--- src/mfri_pkg.sv ---
// Package: constants and carrier types of the fault and reverse-power block
//
// How it works
// - Fault high when currents differ over 6.25%
// - Fault high when voltage channel is missing
// - Fault returns low once both conditions clear
// - Reverse flag high on negative active power
// - Reverse flag unlatched, clears on positive power
// - Reverse flag changes only with a CF pulse
// - Static gain strap selects gain 1 or 16
// - Two frequency straps pick one of four rates
// - Calibration strap picks the CF output rate
// - CF pulses, active high, track instantaneous power
// - Two low-rate outputs track average power
// - Missing neutral scales rates by calibration level
// - Only the larger current input is billed
// - Supply low: no accumulation, pulse outputs off
package mfri_pkg;

   // ---------------------------------------------------------------
   // Widths
   // ---------------------------------------------------------------
   localparam int CUR_W  = 16;           // Current magnitude sample
   localparam int PWR_W  = 24;           // Signed active power sample
   localparam int MIS_W  = 8;            // Missing neutral level
   localparam int INC_W  = 28;           // Energy increment
   localparam int ACC_W  = 36;           // Energy accumulator
   localparam int ADDR_W = 8;            // APB address
   localparam int DATA_W = 32;           // APB data
   localparam int IRQ_W  = 5;            // Interrupt sources
   localparam int PIN_N  = 5;            // Synchronised pins

   // ---------------------------------------------------------------
   // Detection and scaling
   // ---------------------------------------------------------------
   localparam int              MISMATCH_SHIFT = 4;  // 1/16 is 6.25 %
   localparam logic [CUR_W-1:0] VOLT_MIN      = 16'h0080;
   localparam logic [3:0]      GAIN16_PAD     = 4'h0; // x16 = 4 bits

   // Energy per low-rate pulse, one per frequency select code
   localparam logic [ACC_W-1:0] LF_THR_0 = 36'h0_4000_0000;
   localparam logic [ACC_W-1:0] LF_THR_1 = 36'h0_2000_0000;
   localparam logic [ACC_W-1:0] LF_THR_2 = 36'h0_1000_0000;
   localparam logic [ACC_W-1:0] LF_THR_3 = 36'h0_0800_0000;
   // CF runs 64x or 128x faster than the low-rate outputs
   localparam int              CF_SHIFT_LO  = 6;
   localparam int              CF_SHIFT_HI  = 7;
   localparam logic [7:0]      CF_PER_LF_LO = 8'h3F;  // Terminal count
   localparam logic [7:0]      CF_PER_LF_HI = 8'h7F;

   // ---------------------------------------------------------------
   // Timing
   // ---------------------------------------------------------------
   localparam int CLK_PERIOD_NS = 5;      // mclk at 200 MHz
   localparam int CF_PULSE_NS   = 40;
   localparam int LF_PULSE_NS   = 1280;
   localparam int CF_PULSE_CYC  =
      (CF_PULSE_NS + CLK_PERIOD_NS - 1) / CLK_PERIOD_NS;
   localparam int LF_PULSE_CYC  =
      (LF_PULSE_NS + CLK_PERIOD_NS - 1) / CLK_PERIOD_NS;
   localparam logic [3:0] CF_PULSE_LD = 4'(CF_PULSE_CYC);
   localparam logic [8:0] LF_PULSE_LD = 9'(LF_PULSE_CYC);

   // ---------------------------------------------------------------
   // Register map
   // ---------------------------------------------------------------
   localparam logic [ADDR_W-1:0] REG_CTRL     = 8'h00;
   localparam logic [ADDR_W-1:0] REG_STATUS   = 8'h04;
   localparam logic [ADDR_W-1:0] REG_IRQ_STAT = 8'h08;
   localparam logic [ADDR_W-1:0] REG_IRQ_MASK = 8'h0C;
   localparam logic [ADDR_W-1:0] REG_CF_COUNT = 8'h10;
   localparam int                CTRL_EN_BIT  = 0;
   localparam logic              CTRL_EN_RST  = 1'b1;
   localparam logic [IRQ_W-1:0]  IRQ_MASK_RST = 5'h00;
   // Status bit positions
   localparam int ST_FAULT = 0;
   localparam int ST_REVERSE_POWER_FLAG  = 1;
   localparam int ST_MISM  = 2;
   localparam int ST_MISS  = 3;
   localparam int ST_CHANB = 4;
   localparam int ST_ACT   = 5;
   localparam int ST_SUP   = 6;
   localparam int ST_STRAP = 8;          // Four strap bits from here
   // Interrupt bit positions
   localparam int IRQ_FAULT_SET = 0;
   localparam int IRQ_FAULT_CLR = 1;
   localparam int IRQ_REVERSE_POWER_FLAG_CHG  = 2;
   localparam int IRQ_SUP_LOSS  = 3;
   localparam int IRQ_CF        = 4;
   // Pin vector positions
   localparam int PIN_SUP  = 4;
   localparam int PIN_GAIN = 3;
   localparam int PIN_FHI  = 2;
   localparam int PIN_FLO  = 1;
   localparam int PIN_SCF  = 0;

   // ---------------------------------------------------------------
   // Carrier types
   // ---------------------------------------------------------------
   typedef struct packed {
      logic        [CUR_W-1:0] current_in_a;  // Current magnitude A
      logic        [CUR_W-1:0] current_in_b;  // Current magnitude B
      logic        [CUR_W-1:0] volt_mag;      // Voltage magnitude
      logic signed [PWR_W-1:0] pwr_a;         // Power using input A
      logic signed [PWR_W-1:0] pwr_b;         // Power using input B
   } mfri_meas_t;

   typedef struct packed {
      logic gain_select;
      logic freq_select_hi;
      logic freq_select_lo;
      logic cal_freq_select;
   } mfri_strap_t;

endpackage : mfri_pkg

--- src/mfri_core.sv ---
// Fault, reverse power and pulse output logic with APB registers
`timescale 1ns/1ps
module mfri_core
   import mfri_pkg::*;
(
   input  wire logic              mclk,
   input  wire logic              nrst,
   input  wire logic              psel,
   input  wire logic              penable,
   input  wire logic              pwrite,
   input  wire logic [ADDR_W-1:0] paddr,
   input  wire logic [DATA_W-1:0] pwdata,
   output logic      [DATA_W-1:0] prdata,
   output logic                   pready,
   output logic                   pslverr,
   input  wire mfri_meas_t        meas,
   input  wire logic              meas_valid,
   input  wire logic [MIS_W-1:0]  missing_neutral_cal_in,
   input  wire logic              supply_ok_pin,
   input  wire logic              gain_select,
   input  wire logic              freq_select_hi,
   input  wire logic              freq_select_lo,
   input  wire logic              cal_freq_select,
   output logic                   fault_flag,
   output logic                   reverse_power_flag,
   output logic                   calibration_pulse_out,
   output logic                   low_freq_out_a,
   output logic                   low_freq_out_b,
   output logic                   irq
);

   // ---------------------------------------------------------------
   // Pin synchronisers
   // ---------------------------------------------------------------
   logic [PIN_N-1:0] pins_in;    // Raw strap and supply pins
   logic [PIN_N-1:0] s1_reg;     // First stage, read by s2 only
   logic [PIN_N-1:0] s2_reg;
   logic [PIN_N-1:0] s3_reg;
   logic [PIN_N-1:0] pin_reg;    // Accepted level
   logic [PIN_N-1:0] pin_next;
   mfri_strap_t      strap;      // Accepted straps
   logic             supply_ok;

   assign pins_in = {supply_ok_pin, gain_select, freq_select_hi,
                     freq_select_lo, cal_freq_select};

   // A level is accepted once stages two and three agree
   generate
      for (genvar i = 0; i < PIN_N; i++) begin : g_pin
         assign pin_next[i] = (s2_reg[i] == s3_reg[i]) ? s3_reg[i]
                                                        : pin_reg[i];
      end
   endgenerate

   // Shift chain and accepted level register
   always_ff @(posedge mclk or negedge nrst) begin
      if (!nrst) begin
         s1_reg  <= '0;
         s2_reg  <= '0;
         s3_reg  <= '0;
         pin_reg <= '0;
      end else begin
         s1_reg  <= pins_in;
         s2_reg  <= s1_reg;
         s3_reg  <= s2_reg;
         pin_reg <= pin_next;
      end
   end

   assign strap     = pin_reg[PIN_GAIN:PIN_SCF];
   assign supply_ok = pin_reg[PIN_SUP];

   // ---------------------------------------------------------------
   // Detection and energy increment
   // ---------------------------------------------------------------
   logic [CUR_W-1:0]       diff;      // Absolute current difference
   logic [CUR_W-1:0]       larger;    // Larger of the two currents
   logic                   mismatch;
   logic                   missing;
   logic                   chan_b;    // Input B is billed
   logic signed [PWR_W-1:0] pwr_sel;
   logic                   neg;       // Negative active power
   logic [PWR_W:0]         pwr_mag;
   logic [PWR_W-1:0]       amp_hr;    // Missing neutral quantity
   logic [PWR_W-1:0]       base;
   logic [INC_W-1:0]       incr;
   logic [ACC_W-1:0]       lf_thr;
   logic [ACC_W-1:0]       cf_thr;

   // Pure function of the current sample
   always_comb begin
      if (meas.current_in_a > meas.current_in_b) begin
         diff   = meas.current_in_a - meas.current_in_b;
         larger = meas.current_in_a;
      end else begin
         diff   = meas.current_in_b - meas.current_in_a;
         larger = meas.current_in_b;
      end
      mismatch = diff > (larger >> MISMATCH_SHIFT);
      missing  = meas.volt_mag < VOLT_MIN;
      chan_b   = meas.current_in_b > meas.current_in_a;
      pwr_sel  = chan_b ? meas.pwr_b : meas.pwr_a;
      // Without voltage there is no sign, only a current quantity
      neg      = !missing && pwr_sel[PWR_W-1];
      pwr_mag  = pwr_sel[PWR_W-1] ? -{pwr_sel[PWR_W-1], pwr_sel}
                                  : {1'b0, pwr_sel};
      // Both operands at full width so the product is not cut early
      amp_hr   = {8'h00, larger}
                 * {16'h0000, missing_neutral_cal_in};
      base     = missing ? amp_hr : pwr_mag[PWR_W-1:0];
      // Gain 16 is a 4-bit left shift of the increment
      incr     = strap.gain_select ? {base, GAIN16_PAD}
                                   : {GAIN16_PAD, base};
      case ({strap.freq_select_hi, strap.freq_select_lo})
         2'b00:   lf_thr = LF_THR_0;
         2'b01:   lf_thr = LF_THR_1;
         2'b10:   lf_thr = LF_THR_2;
         2'b11:   lf_thr = LF_THR_3;
         default: lf_thr = LF_THR_0;
      endcase
      cf_thr   = strap.cal_freq_select ? lf_thr >> CF_SHIFT_HI
                                       : lf_thr >> CF_SHIFT_LO;
   end

   // ---------------------------------------------------------------
   // Calibration pulse generator
   // ---------------------------------------------------------------
   logic active_reg;      // Supply good and enabled
   logic cf_fire;         // One-cycle strobe, pulse starts next cycle

   mfri_pulse_gen u_cf (
      .mclk      (mclk),
      .nrst      (nrst),
      .en        (active_reg),
      .sample    (meas_valid),
      .incr      (incr),
      .thr       (cf_thr),
      .fire      (cf_fire),
      .pulse_out (calibration_pulse_out)
   );

   // ---------------------------------------------------------------
   // Indicators and low-rate outputs
   // ---------------------------------------------------------------
   logic       ctrl_en_reg;   // Software enable
   logic       active_next;
   logic       fault_reg;
   logic       fault_next;
   logic       reverse_power_flag_reg;
   logic       reverse_power_flag_next;
   logic [7:0] lf_div_reg;    // CF pulses since last low-rate pulse
   logic [7:0] lf_div_next;
   logic [8:0] lf_cnt_reg;    // Remaining high cycles
   logic [8:0] lf_cnt_next;
   logic       lf_ph_reg;     // Next low-rate pulse goes on B if set
   logic       lf_ph_next;
   logic       lfa_reg;
   logic       lfa_next;
   logic       lfb_reg;
   logic       lfb_next;
   logic       lf_fire;
   logic [7:0] lf_term;

   always_comb begin
      active_next = supply_ok && ctrl_en_reg;
      fault_next  = mismatch || missing;
      // Sign is sampled only as a CF pulse starts
      reverse_power_flag_next   = cf_fire ? neg : reverse_power_flag_reg;
      lf_term     = strap.cal_freq_select ? CF_PER_LF_HI : CF_PER_LF_LO;
      lf_fire     = 1'b0;
      lf_div_next = lf_div_reg;
      lf_cnt_next = lf_cnt_reg;
      lf_ph_next  = lf_ph_reg;
      if (!active_reg) begin
         lf_div_next = 8'h00;
         lf_cnt_next = 9'h000;
         lf_ph_next  = 1'b0;
      end else begin
         if (cf_fire) begin
            if (lf_div_reg >= lf_term) begin
               lf_div_next = 8'h00;
               lf_fire     = 1'b1;
            end else begin
               lf_div_next = lf_div_reg + 8'h01;
            end
         end
         // A pulse due while one is still high is skipped
         if (lf_fire && lf_cnt_reg == 9'h000) begin
            lf_cnt_next = LF_PULSE_LD;
            lf_ph_next  = !lf_ph_reg;
         end else if (lf_cnt_reg != 9'h000) begin
            lf_cnt_next = lf_cnt_reg - 9'h001;
         end
      end
      // Alternate outputs suit a two-phase stepper
      lfa_next = (lf_cnt_next != 9'h000) && lf_ph_next;
      lfb_next = (lf_cnt_next != 9'h000) && !lf_ph_next;
   end

   // All indicator outputs come straight from flip-flops
   always_ff @(posedge mclk or negedge nrst) begin
      if (!nrst) begin
         active_reg <= 1'b0;
         fault_reg  <= 1'b0;
         reverse_power_flag_reg   <= 1'b0;
         lf_div_reg <= 8'h00;
         lf_cnt_reg <= 9'h000;
         lf_ph_reg  <= 1'b0;
         lfa_reg    <= 1'b0;
         lfb_reg    <= 1'b0;
      end else begin
         active_reg <= active_next;
         fault_reg  <= fault_next;
         reverse_power_flag_reg   <= reverse_power_flag_next;
         lf_div_reg <= lf_div_next;
         lf_cnt_reg <= lf_cnt_next;
         lf_ph_reg  <= lf_ph_next;
         lfa_reg    <= lfa_next;
         lfb_reg    <= lfb_next;
      end
   end

   assign fault_flag         = fault_reg;
   assign reverse_power_flag = reverse_power_flag_reg;
   assign low_freq_out_a     = lfa_reg;
   assign low_freq_out_b     = lfb_reg;

   // ---------------------------------------------------------------
   // APB slave and interrupts
   // ---------------------------------------------------------------
   logic [IRQ_W-1:0]  irq_stat_reg;
   logic [IRQ_W-1:0]  irq_stat_next;
   logic [IRQ_W-1:0]  irq_mask_reg;
   logic [IRQ_W-1:0]  irq_mask_next;
   logic              ctrl_en_next;
   logic [DATA_W-1:0] cf_count_reg;   // CF pulses issued
   logic [DATA_W-1:0] cf_count_next;
   logic [DATA_W-1:0] prdata_reg;
   logic [DATA_W-1:0] prdata_next;
   logic              irq_reg;
   logic              irq_next;
   logic [IRQ_W-1:0]  ev;             // Events this cycle
   logic [IRQ_W-1:0]  w1c;            // Bits cleared by software
   logic [DATA_W-1:0] rd_mux;
   logic              mapped;
   logic              wr;

   always_comb begin
      wr     = psel && penable && pwrite;
      mapped = 1'b1;
      rd_mux = '0;
      case (paddr)
         REG_CTRL:     rd_mux[CTRL_EN_BIT] = ctrl_en_reg;
         REG_STATUS: begin
            rd_mux[ST_FAULT] = fault_reg;
            rd_mux[ST_REVERSE_POWER_FLAG]  = reverse_power_flag_reg;
            rd_mux[ST_MISM]  = mismatch;
            rd_mux[ST_MISS]  = missing;
            rd_mux[ST_CHANB] = chan_b;
            rd_mux[ST_ACT]   = active_reg;
            rd_mux[ST_SUP]   = supply_ok;
            rd_mux[ST_STRAP +: 4] = strap;
         end
         REG_IRQ_STAT: rd_mux[IRQ_W-1:0] = irq_stat_reg;
         REG_IRQ_MASK: rd_mux[IRQ_W-1:0] = irq_mask_reg;
         REG_CF_COUNT: rd_mux = cf_count_reg;
         default:      mapped = 1'b0;
      endcase
      // Read data is captured in the setup cycle, zero wait states
      prdata_next = (psel && !penable && !pwrite) ? rd_mux : prdata_reg;
      ev = '0;
      ev[IRQ_FAULT_SET] = fault_next && !fault_reg;
      ev[IRQ_FAULT_CLR] = !fault_next && fault_reg;
      ev[IRQ_REVERSE_POWER_FLAG_CHG]  = reverse_power_flag_next != reverse_power_flag_reg;
      ev[IRQ_SUP_LOSS]  = !pin_next[PIN_SUP] && pin_reg[PIN_SUP];
      ev[IRQ_CF]        = cf_fire;
      w1c = (wr && paddr == REG_IRQ_STAT) ? pwdata[IRQ_W-1:0] : '0;
      // Set wins over a clear in the same cycle
      irq_stat_next = (irq_stat_reg & ~w1c) | ev;
      irq_mask_next = (wr && paddr == REG_IRQ_MASK) ? pwdata[IRQ_W-1:0]
                                                    : irq_mask_reg;
      ctrl_en_next  = (wr && paddr == REG_CTRL) ? pwdata[CTRL_EN_BIT]
                                                : ctrl_en_reg;
      cf_count_next = cf_fire ? cf_count_reg + 32'h0000_0001
                              : cf_count_reg;
      irq_next      = |(irq_stat_next & irq_mask_next);
   end

   always_ff @(posedge mclk or negedge nrst) begin
      if (!nrst) begin
         irq_stat_reg <= '0;
         irq_mask_reg <= IRQ_MASK_RST;
         ctrl_en_reg  <= CTRL_EN_RST;
         cf_count_reg <= '0;
         prdata_reg   <= '0;
         irq_reg      <= 1'b0;
      end else begin
         irq_stat_reg <= irq_stat_next;
         irq_mask_reg <= irq_mask_next;
         ctrl_en_reg  <= ctrl_en_next;
         cf_count_reg <= cf_count_next;
         prdata_reg   <= prdata_next;
         irq_reg      <= irq_next;
      end
   end

   assign prdata  = prdata_reg;
   assign pready  = 1'b1;
   assign pslverr = psel && penable && !mapped;
   assign irq     = irq_reg;
endmodule : mfri_core

--- src/mfri_pulse_gen.sv ---
// Energy accumulator that emits fixed-width calibration pulses
`timescale 1ns/1ps
module mfri_pulse_gen
   import mfri_pkg::*;
(
   input  wire logic             mclk,
   input  wire logic             nrst,
   input  wire logic             en,
   input  wire logic             sample,
   input  wire logic [INC_W-1:0] incr,
   input  wire logic [ACC_W-1:0] thr,
   output logic                  fire,
   output logic                  pulse_out
);

   logic [ACC_W-1:0] acc_reg;     // Accumulated energy
   logic [ACC_W-1:0] acc_next;
   logic [ACC_W-1:0] sum;         // Energy including this sample
   logic [3:0]       cnt_reg;     // Remaining high cycles
   logic [3:0]       cnt_next;
   logic             out_reg;     // Output level
   logic             out_next;

   // ---------------------------------------------------------------
   // Next state
   // ---------------------------------------------------------------
   // A pulse that is due while the previous is still high waits; the
   // excess stays in the accumulator so no energy is dropped.
   always_comb begin
      sum = sample ? acc_reg + {{(ACC_W-INC_W){1'b0}}, incr} : acc_reg;
      fire = en && (cnt_reg == 4'h0) && (thr != '0) && (sum >= thr);
      if (!en) begin
         acc_next = '0;
         cnt_next = 4'h0;
      end else if (fire) begin
         acc_next = sum - thr;
         cnt_next = CF_PULSE_LD;
      end else begin
         acc_next = sum;
         cnt_next = (cnt_reg != 4'h0) ? cnt_reg - 4'h1 : 4'h0;
      end
      out_next = (cnt_next != 4'h0);
   end

   // ---------------------------------------------------------------
   // Registers
   // ---------------------------------------------------------------
   always_ff @(posedge mclk or negedge nrst) begin
      if (!nrst) begin
         acc_reg <= '0;
         cnt_reg <= 4'h0;
         out_reg <= 1'b0;
      end else begin
         acc_reg <= acc_next;
         cnt_reg <= cnt_next;
         out_reg <= out_next;
      end
   end

   assign pulse_out = out_reg;
endmodule : mfri_pulse_gen

--- config.mk ---
export PLATFORM = sky130hd
export DESIGN_NAME = mfri_core
export DESIGN_NICKNAME = d
export VERILOG_FILES = /design/src/mfri_pkg.sv /design/src/mfri_core.sv /design/src/mfri_pulse_gen.sv
export SDC_FILE = /design/constraint.sdc
export NUM_CORES = 1
export LEC_CHECK = 0
export BUFFER_PORTS_ARGS = -buffer_cell sky130_fd_sc_hd__buf_2
export CAP_MARGIN = 25
export CORE_ASPECT_RATIO = 2
export CORE_MARGIN = 3
export CORE_UTILIZATION = 62
export CTS_CLUSTER_SIZE = 25
export DETAILED_ROUTE_END_ITERATION = 7
export HOLD_SLACK_MARGIN = 0.15
export PLACE_DENSITY = 0.84
export SETUP_SLACK_MARGIN = 0.5
export SLEW_MARGIN = 20
export SYNTH_ARGS = -nofsm -noshare
export SYNTH_HDL_FRONTEND = slang
export SYNTH_HIERARCHICAL = 1
export SYNTH_SLANG_ARGS = --single-unit
export TNS_END_PERCENT = 1
--- constraint.sdc ---
create_clock -name mclk -period 8.8 [get_ports mclk]
set_clock_uncertainty 0.1 [all_clocks]
set_input_delay 1.32 -clock mclk [delete_from_list [all_inputs] [get_ports mclk]]
set_output_delay 1.32 -clock mclk [all_outputs]
set_load 0.01 [all_outputs]
=== Yosys cells after proc, flatten, opt, wreduce, memory -nomap -nowiden ===
Cells that the tools add are included.

* Memories kept: 0
* Memory bits (read-only): 0
* Memory bits (writable): 0
* Flip-flop bits (word level): 160
* Logic and storage cells: 136
* Output and inout bits: 40
* Latch bits: 0

* Add/sub/neg operators: 9
* Eq/ne operators: 14
* Bitwise logic cells: 4
* Order comparisons: 6
* Divide/modulo/power cells: 0
* Multipliers: 1
* Reductions and logical operators: 40
* Shift-type cells: 0
* Muxes and demuxes: 37

{| class="wikitable"
|+ Operator list
! operator !! count
|-
| $pmux 36 s4 || 1
|-
| $mux 36 || 3
|-
| $mux 24 || 3
|-
| $add 36x28->36 || 1
|-
| $ge 36x30->1 || 1
|-
| $reduce_bool 36->1 || 1
|-
| $sub 36x30->36 || 1
|-
| $add 32x1->32 const B || 1
|-
| $gt 16x16->1 || 2
|-
| $mux 16 || 2
|-
| $sub 16x16->16 || 2
|-
| $mux 30 || 1
|-
| $mux 28 || 1
|-
| $mux 9 || 3
|-
| $mul 16x8->24 || 1
|-
| $mux 8 || 3
|-
| $neg 24->24 || 1
|-
| $mux 20 || 1
|-
| $logic_and 1x1->1 || 19
|-
| $reduce_bool 9->1 || 2
|-
| $eq 8x4->1 const B || 2
|-
| $gt 16x12->1 || 1
|-
| $lt 16x8->1 const B || 1
|-
| $pmux 4 s4 || 1
|-
| other kinds (29) || 56
|}

=== Logic depth before layout (Yosys ltp) ===
* Word-level depth: 17
* Gate-level depth with buffers: 63
* Depth with buffers taken out: 56

=== By module ===
The synthesis kept the hierarchy.

{| class="wikitable"
|+ Modules (own cells, without submodules)
! module !! instances !! sequential area each (µm²) !! area each (µm²) !! cells an instance
|-
| mfri_core || 1 || 2,979.1 || 12,913.6 || 1,511
|-
| mfri_pulse_gen || 1 || 1,026.0 || 5,866.9 || 744
|}

=== Least setup slack after synthesis ===
OpenSTA, ideal clock, no wires.

* Kind: input-to-reg
* Start point: input port meas[80] (netlist name)
* End point: register cf_count_reg[30]
* Path buffers: 5
* Setup slack: -4.464 ns
* Data required time: 8.577 ns
* Library setup time: 0.123 ns
* Stages: 57
* Arrival time: 13.042 ns
* Path through: inv_1 > ha_1 > inv_1 > fa_1 > a211oi_2 > o21bai_1 > o311ai_2 > a21oi_4 > clkbuf_1 > clkbuf_1 > a21oi_1 > nand2b_1 > fa_1 > fa_1 > inv_1 > fa_1 > inv_1 > fa_1 > [... 21 more ...] > o21ai_2 > a221oi_2 > o21ai_1 > a41oi_1 > or4_4 > or2_1 > buf_6 > inv_4 > buf_12 > buf_6 > and4_1 > and3_1 > and3b_1 > and4_1 > inv_1 > nor3_1 > nand3_1 > xnor2_1

* Word-level cells in the longest chain between the ends: 10
* Elaborated cells between the ends (all ways): 13
* Classes of those cells: add/sub: 2; mul: 1; order compare: 3; mux: 6; reduce/logical: 1

{| class="wikitable"
|+ Ends and longest elaborated chain
! item !! line !! RTL
|-
| start, declared || mfri_core.sv:16 || <nowiki>input wire mfri_meas_t meas,</nowiki>
|-
| branches (longest 4 deep; another with $mul 16x8->24) || -- ||
|-
| $mux 24 (*) || mfri_core.sv:110 || <nowiki>base = missing ? amp_hr : pwr_mag[PWR_W-1:0];</nowiki>
|-
| $mux 28 (*) || mfri_core.sv:112 || <nowiki>incr = strap.gain_select ? {base, GAIN16_PAD}</nowiki>
|-
| via incr[22] || mfri_core.sv:86 || <nowiki>logic [INC_W-1:0] incr;</nowiki>
|-
| $add 36x28->36 (*) || mfri_pulse_gen.sv:30 || <nowiki>sum = sample ? acc_reg + {{(ACC_W-INC_W){1'b0}}, incr} : acc_reg;</nowiki>
|-
| $mux 36 (*) || mfri_pulse_gen.sv:30 ||
|-
| $ge 36x30->1 (*) || mfri_pulse_gen.sv:31 || <nowiki>fire = en && (cnt_reg == 4'h0) && (thr != '0) && (sum >= thr);</nowiki>
|-
| $logic_and 1x1->1 (*) || mfri_pulse_gen.sv:31 ||
|-
| via cf_fire || mfri_core.sv:129 || <nowiki>logic cf_fire;</nowiki>
|-
| end signal, assigned || mfri_core.sv:301 || <nowiki>cf_count_reg <= cf_count_next;</nowiki>
|-
| end, declared || mfri_core.sv:236 || <nowiki>logic [DATA_W-1:0] cf_count_reg;</nowiki>
|}

Mark *: on every way through the listed nets, which the timed path passes.
A chain may end at the register's enable or synchronous reset.

=== Worst setup path after layout ===
* Start point: input port meas[64] (netlist name)
* End point: register cf_count_reg[30]

Same word-level chain as after synthesis.

==> results.md <==
Outcome:
- The flow ran to the end, but the final reports show violations.
- The final reports fail on negative setup slack.

Yosys:
- After technology mapping, the gate count stands at roughly 2.3k.
- The netlist area before placement is roughly 0.019 sq mm.
- The portion of the post-synthesis area used by sequential elements is 0.2133.
- For this run, the leading register cell type out of synthesis is sky130_fd_sc_hd__dfrtp_1.
- Ranked by total cell area, the synthesized netlist is headed by sky130_fd_sc_hd__dfrtp_1 (21%), sky130_fd_sc_hd__ha_1 (11%), sky130_fd_sc_hd__fa_1 (9.4%).
- The number of distinct library cells after synthesis is 96.
- The top-area cell type share of the netlist area is 0.2119.
- Yosys printed 6 warnings.
- The post-synthesis area per instance is between 8 and 9 sq um.
- The synthesized design contains 0 enable-type register cells.
- For this run, asynchronously set or reset flops after synthesis account for 1.000.
- The biggest area contributor in the post-synthesis netlist is sky130_fd_sc_hd__dfrtp_1.
- Counting flops and latches in the post-synthesis netlist gives 160.

Power:
- The maximum vdd ir drop is 0.0002018 V.
- Of the total power, the share spent switching nets is 0.4366.
- The fraction of power consumed by sequential logic is 0.152.
- Summed over all nets, the switching power comes to between 2 and 2.5 mW.
- The power density normalized to cell area is 199.0 mW/mm^2.
- In this run the static leakage power is 12.65 nW.
- The share of total power dissipated in the clock network is 0.152.
- The share of power burned in combinational logic is 0.696.
- Internal power comes to 2.818 mW.

STA:
- In the post-route analysis, the smallest setup slack over all paths is -3.735 ns.
- The smallest clock period supported by the final layout is computed as 12.54 ns.
- The final-report hold violation count is 0.
- The tightest hold path in the finished design has a slack of about 0.26 ns.
- The fmax is approximately 80 MHz.
- Setup repair after global routing could not meet its margin everywhere.
- The post-route fraction of the period consumed by the critical path is 1.424.
- The number of pins with negative max-slew slack in the final report came to 0.
- Measured against its own limit, the worst slew margin works out to 0.1984.
- At the pin with the least slew margin, the transition time is 1.202 ns.
- Setup violations remaining at the end of the flow were counted as 94.

Floorplan:
- For this configuration, the core starts out at a cell density of 0.6317.
- In this run the count of I/O pins placed on the die edge is 195.
- The floorplan step set the die height to around 250 um.
- The area inside the core boundary is 0.02973 sq mm.
- The number of placement rows is between 80 and 90.
- The total die area is 0.03254 sq mm.
- The chip width is 129.1 um.

Worst setup path:
- For this design, the slowest cell found on the critical path is sky130_fd_sc_hd__fa_1.
- STA classifies the critical path endpoint as a flip-flop.
- For the worst setup path, the data arrival time is between 10 and 15 ns.
- By startpoint and endpoint, the worst setup path is classified as in -> reg.
- STA puts the critical path data required time at 9.04 ns.
- The worst reg-to-reg path cell count is 29.
- The source of the worst register-to-register timing path is pin_reg[3].
- The worst setup path is launched from a primary input.
- The maximum fanout along the worst path is 7.
- The worst register-to-register path ends at cf_count_reg[30].
- In this design, the stage delay of the slowest critical-path cell is 0.55 ns.
- The internal reg-to-reg setup slack is 1.92 ns.

Final layout:
- The area taken by multi-input logic gates is 0.01470 sq mm.
- The net total in the final layout is roughly 3.3k.
- The fraction of layout cells with a size suffix above 1 is 0.3100.
- The number of flip-flops in the largest register is 36.
- In the layout the commonest cells are sky130_fd_sc_hd__buf_4 (459), sky130_fd_sc_hd__nand2_1 (202), sky130_fd_sc_hd__inv_1 (200), sky130_fd_sc_hd__dfrtp_1 (159), sky130_fd_sc_hd__buf_2 (157).
- The area overhead of the layout relative to synthesis is 33.84%.
- The most common cell after layout, fill and taps aside is sky130_fd_sc_hd__buf_4.
- The sequential cells in the finished layout cover a total of 0.004005 sq mm.
- After the flow finishes, the layout carries non-filler instances totaling 3268.
- Counting the fill cells in the layout gives 1768.

CTS:
- The clock drives 160 sinks.
- The H-tree depth is 4.
- The clock-pin slew on the worst setup and hold paths is 0.08 ns.
- CTS placed an instance of sky130_fd_sc_hd__clkbuf_16 at the clock tree root.
- Counting the buffers created by CTS gives 17.
- The clock passes through at most 2 buffers.
- Clock latency on the worst-skew pair, taken at its later pin, is 0.45 ns.
- TritonCTS built the clock tree.

Detailed routing:
- The average vias per placed instance is 6.190.
- The first-pass iteration count of the detailed router is 6.
- The detailed router placed 20.23k vias in this run.
- The number of remaining DRC errors is 0.
- In this run, the number of DRC markers left after iteration 0 of detailed routing was approximately 1.6k.
- The final layout contains routed wiring with a total length of 68190 um.
- The mean routed wirelength per cell is 20.87 um.
- The residual antenna-violating net count after detailed routing is 0.

GRT:
- The number of antenna violations at the first check in global routing came to 3.
- The remaining global-route overflow is 0.
- For this run, the total global-route usage over all layers was measured as 0.4028.
- The number of global-route vias before repair is about 21k.
- The global-route wire length before repair is 103700 um.
- Entering global routing, the biggest net connects 109 pins.

Run:
- The tool flagged a number of max-cap violations equal to 0.

Min path:
- The sink of the worst hold path is s2_reg[4].
- The startpoint of the lowest-slack hold path is s1_reg[4].
- The worst hold path belongs to the class reg -> reg.
- The worst hold path passes through 0 cells.

Placed design:
- Counting tap cells, the placed design contains a total of 3189 instances.
- The congestion estimate from routability-driven global placement came to 1.059.
- The count of buffers added on input and output ports is 159.
- The wire-length estimate of the detail-placed layout is slightly above 50000 um.
- The worst slack after detailed placement is -3.858 ns.
## layout make-up
type                    instances  share of cell area
multi-input cells            1859              0.5846
repair buffers                638              0.1819
flip-flops and latches        160              0.1593
inverters                     211             0.03171
well taps                     364             0.01812
clock buffers                  18             0.01747
clock inverters                14            0.006471
diodes                          4           0.0003982
## cells in the mapped netlist (14+ instances only)
cell                       number
sky130_fd_sc_hd__a221oi_1      14
sky130_fd_sc_hd__nand2_1      208
sky130_fd_sc_hd__inv_1        208
sky130_fd_sc_hd__nor3_1        37
sky130_fd_sc_hd__o21bai_1      25
sky130_fd_sc_hd__buf_2         22
sky130_fd_sc_hd__dfrtp_1      159
sky130_fd_sc_hd__ha_1         159
sky130_fd_sc_hd__nor4_1        22
sky130_fd_sc_hd__a21oi_1      164
sky130_fd_sc_hd__a21o_1        56
sky130_fd_sc_hd__clkbuf_1      42
sky130_fd_sc_hd__xor2_1        49
sky130_fd_sc_hd__o211ai_1      18
sky130_fd_sc_hd__o21a_1        18
sky130_fd_sc_hd__xnor2_1      105
sky130_fd_sc_hd__nand2b_1      26
sky130_fd_sc_hd__mux2i_1       59
sky130_fd_sc_hd__a211oi_1      33
sky130_fd_sc_hd__nor2b_1       99
sky130_fd_sc_hd__nand3_1       69
sky130_fd_sc_hd__nand4_1       33
sky130_fd_sc_hd__and2_1        31
sky130_fd_sc_hd__fa_1          88
sky130_fd_sc_hd__and3_1        22
sky130_fd_sc_hd__mux2_2        39
sky130_fd_sc_hd__nor2_1       164
sky130_fd_sc_hd__o21ai_0       79
## critical path: cells and delay by family
| kind | cells | cell delay (ns) |
|---|---|---|
| muxes | 3 | 0.74 |
| and+or+nand+nor | 10 | 2.36 |
| xor gates and xnor gates | 3 | 0.48 |
| AOI/OAI and AO/OA | 21 | 3.52 |
| adders and majority gates | 9 | 3.35 |
| buffers and inverters | 10 | 0.98 |
## worst max-delay path by stage
stage	slack (ns)	to	depth (start not counted)	start
2_1_floorplan	-3.30	cf_count_reg[31]	58	meas[73]
3_3_place_gp	-3.65	cf_count_reg[31]	53	meas[77]
3_5_place_dp	-3.86	cf_count_reg[28]	53	meas[80]
4_1_cts	-3.25	cf_count_reg[23]	57	meas[80]
5_1_grt	-4.15	cf_count_reg[30]	57	meas[80]
6_report	-3.74	cf_count_reg[30]	56	meas[64]
## routing by layer
metal | track usage | wire [um]
met3 | 0.06049 | 3688
met1 | 0.3798 | 21450
met5 | 0 | 0
met4 | 0.3310 | 7100
met2 | 0.7420 | 35950
## per-stage QoR
step	total power, mW	area, sq um	setup TNS (ns)	util
3_5_place_dp	3.839	23480	-312.34	0.7897
2_1_floorplan	2.654	19350	-237.36	-
6_report	5.002	25140	-298.84	0.8454
3_3_place_gp	3.749	23480	-301.82	0.7897
5_1_grt	5.332	25130	-336.36	0.8453
4_1_cts	4.660	24310	-258.30	0.8175
## what timing repair did
item,CTS,global route
setup buffers,8,33
resized for setup,43,114
setup endpoints to repair,94,94
cloned,0,2
hold endpoints to repair,0,0
pin swaps,19,97
hold buffers,0,0
## cell families (layout without fill, tap and decap cells)
family | count (synthesis) | in the layout | synth area share
xor gates and xnor gates | 154 | 154 | 0.07182
buffers and inverters | 297 | 881 | 0.06522
and+or+nand+nor | 773 | 773 | 0.2063
other | 2 | 67 | 0.0003999
adders and majority gates | 251 | 251 | 0.2019
DFF | 160 | 160 | 0.2133
muxes | 98 | 98 | 0.05483
AOI/OAI and AO/OA | 520 | 520 | 0.1863
## power groups by stage
stage                     registers [mW]  clock network [mW]  logic, mW
after global routing               0.763               0.785       3.78
final                              0.762               0.759       3.48
after global placement             0.774                   0       2.97
after CTS                          0.761               0.756       3.14
after detailed placement           0.775                   0       3.06
after floorplan                    0.774                   0       1.88
Power figures use the tool's default switching activity.
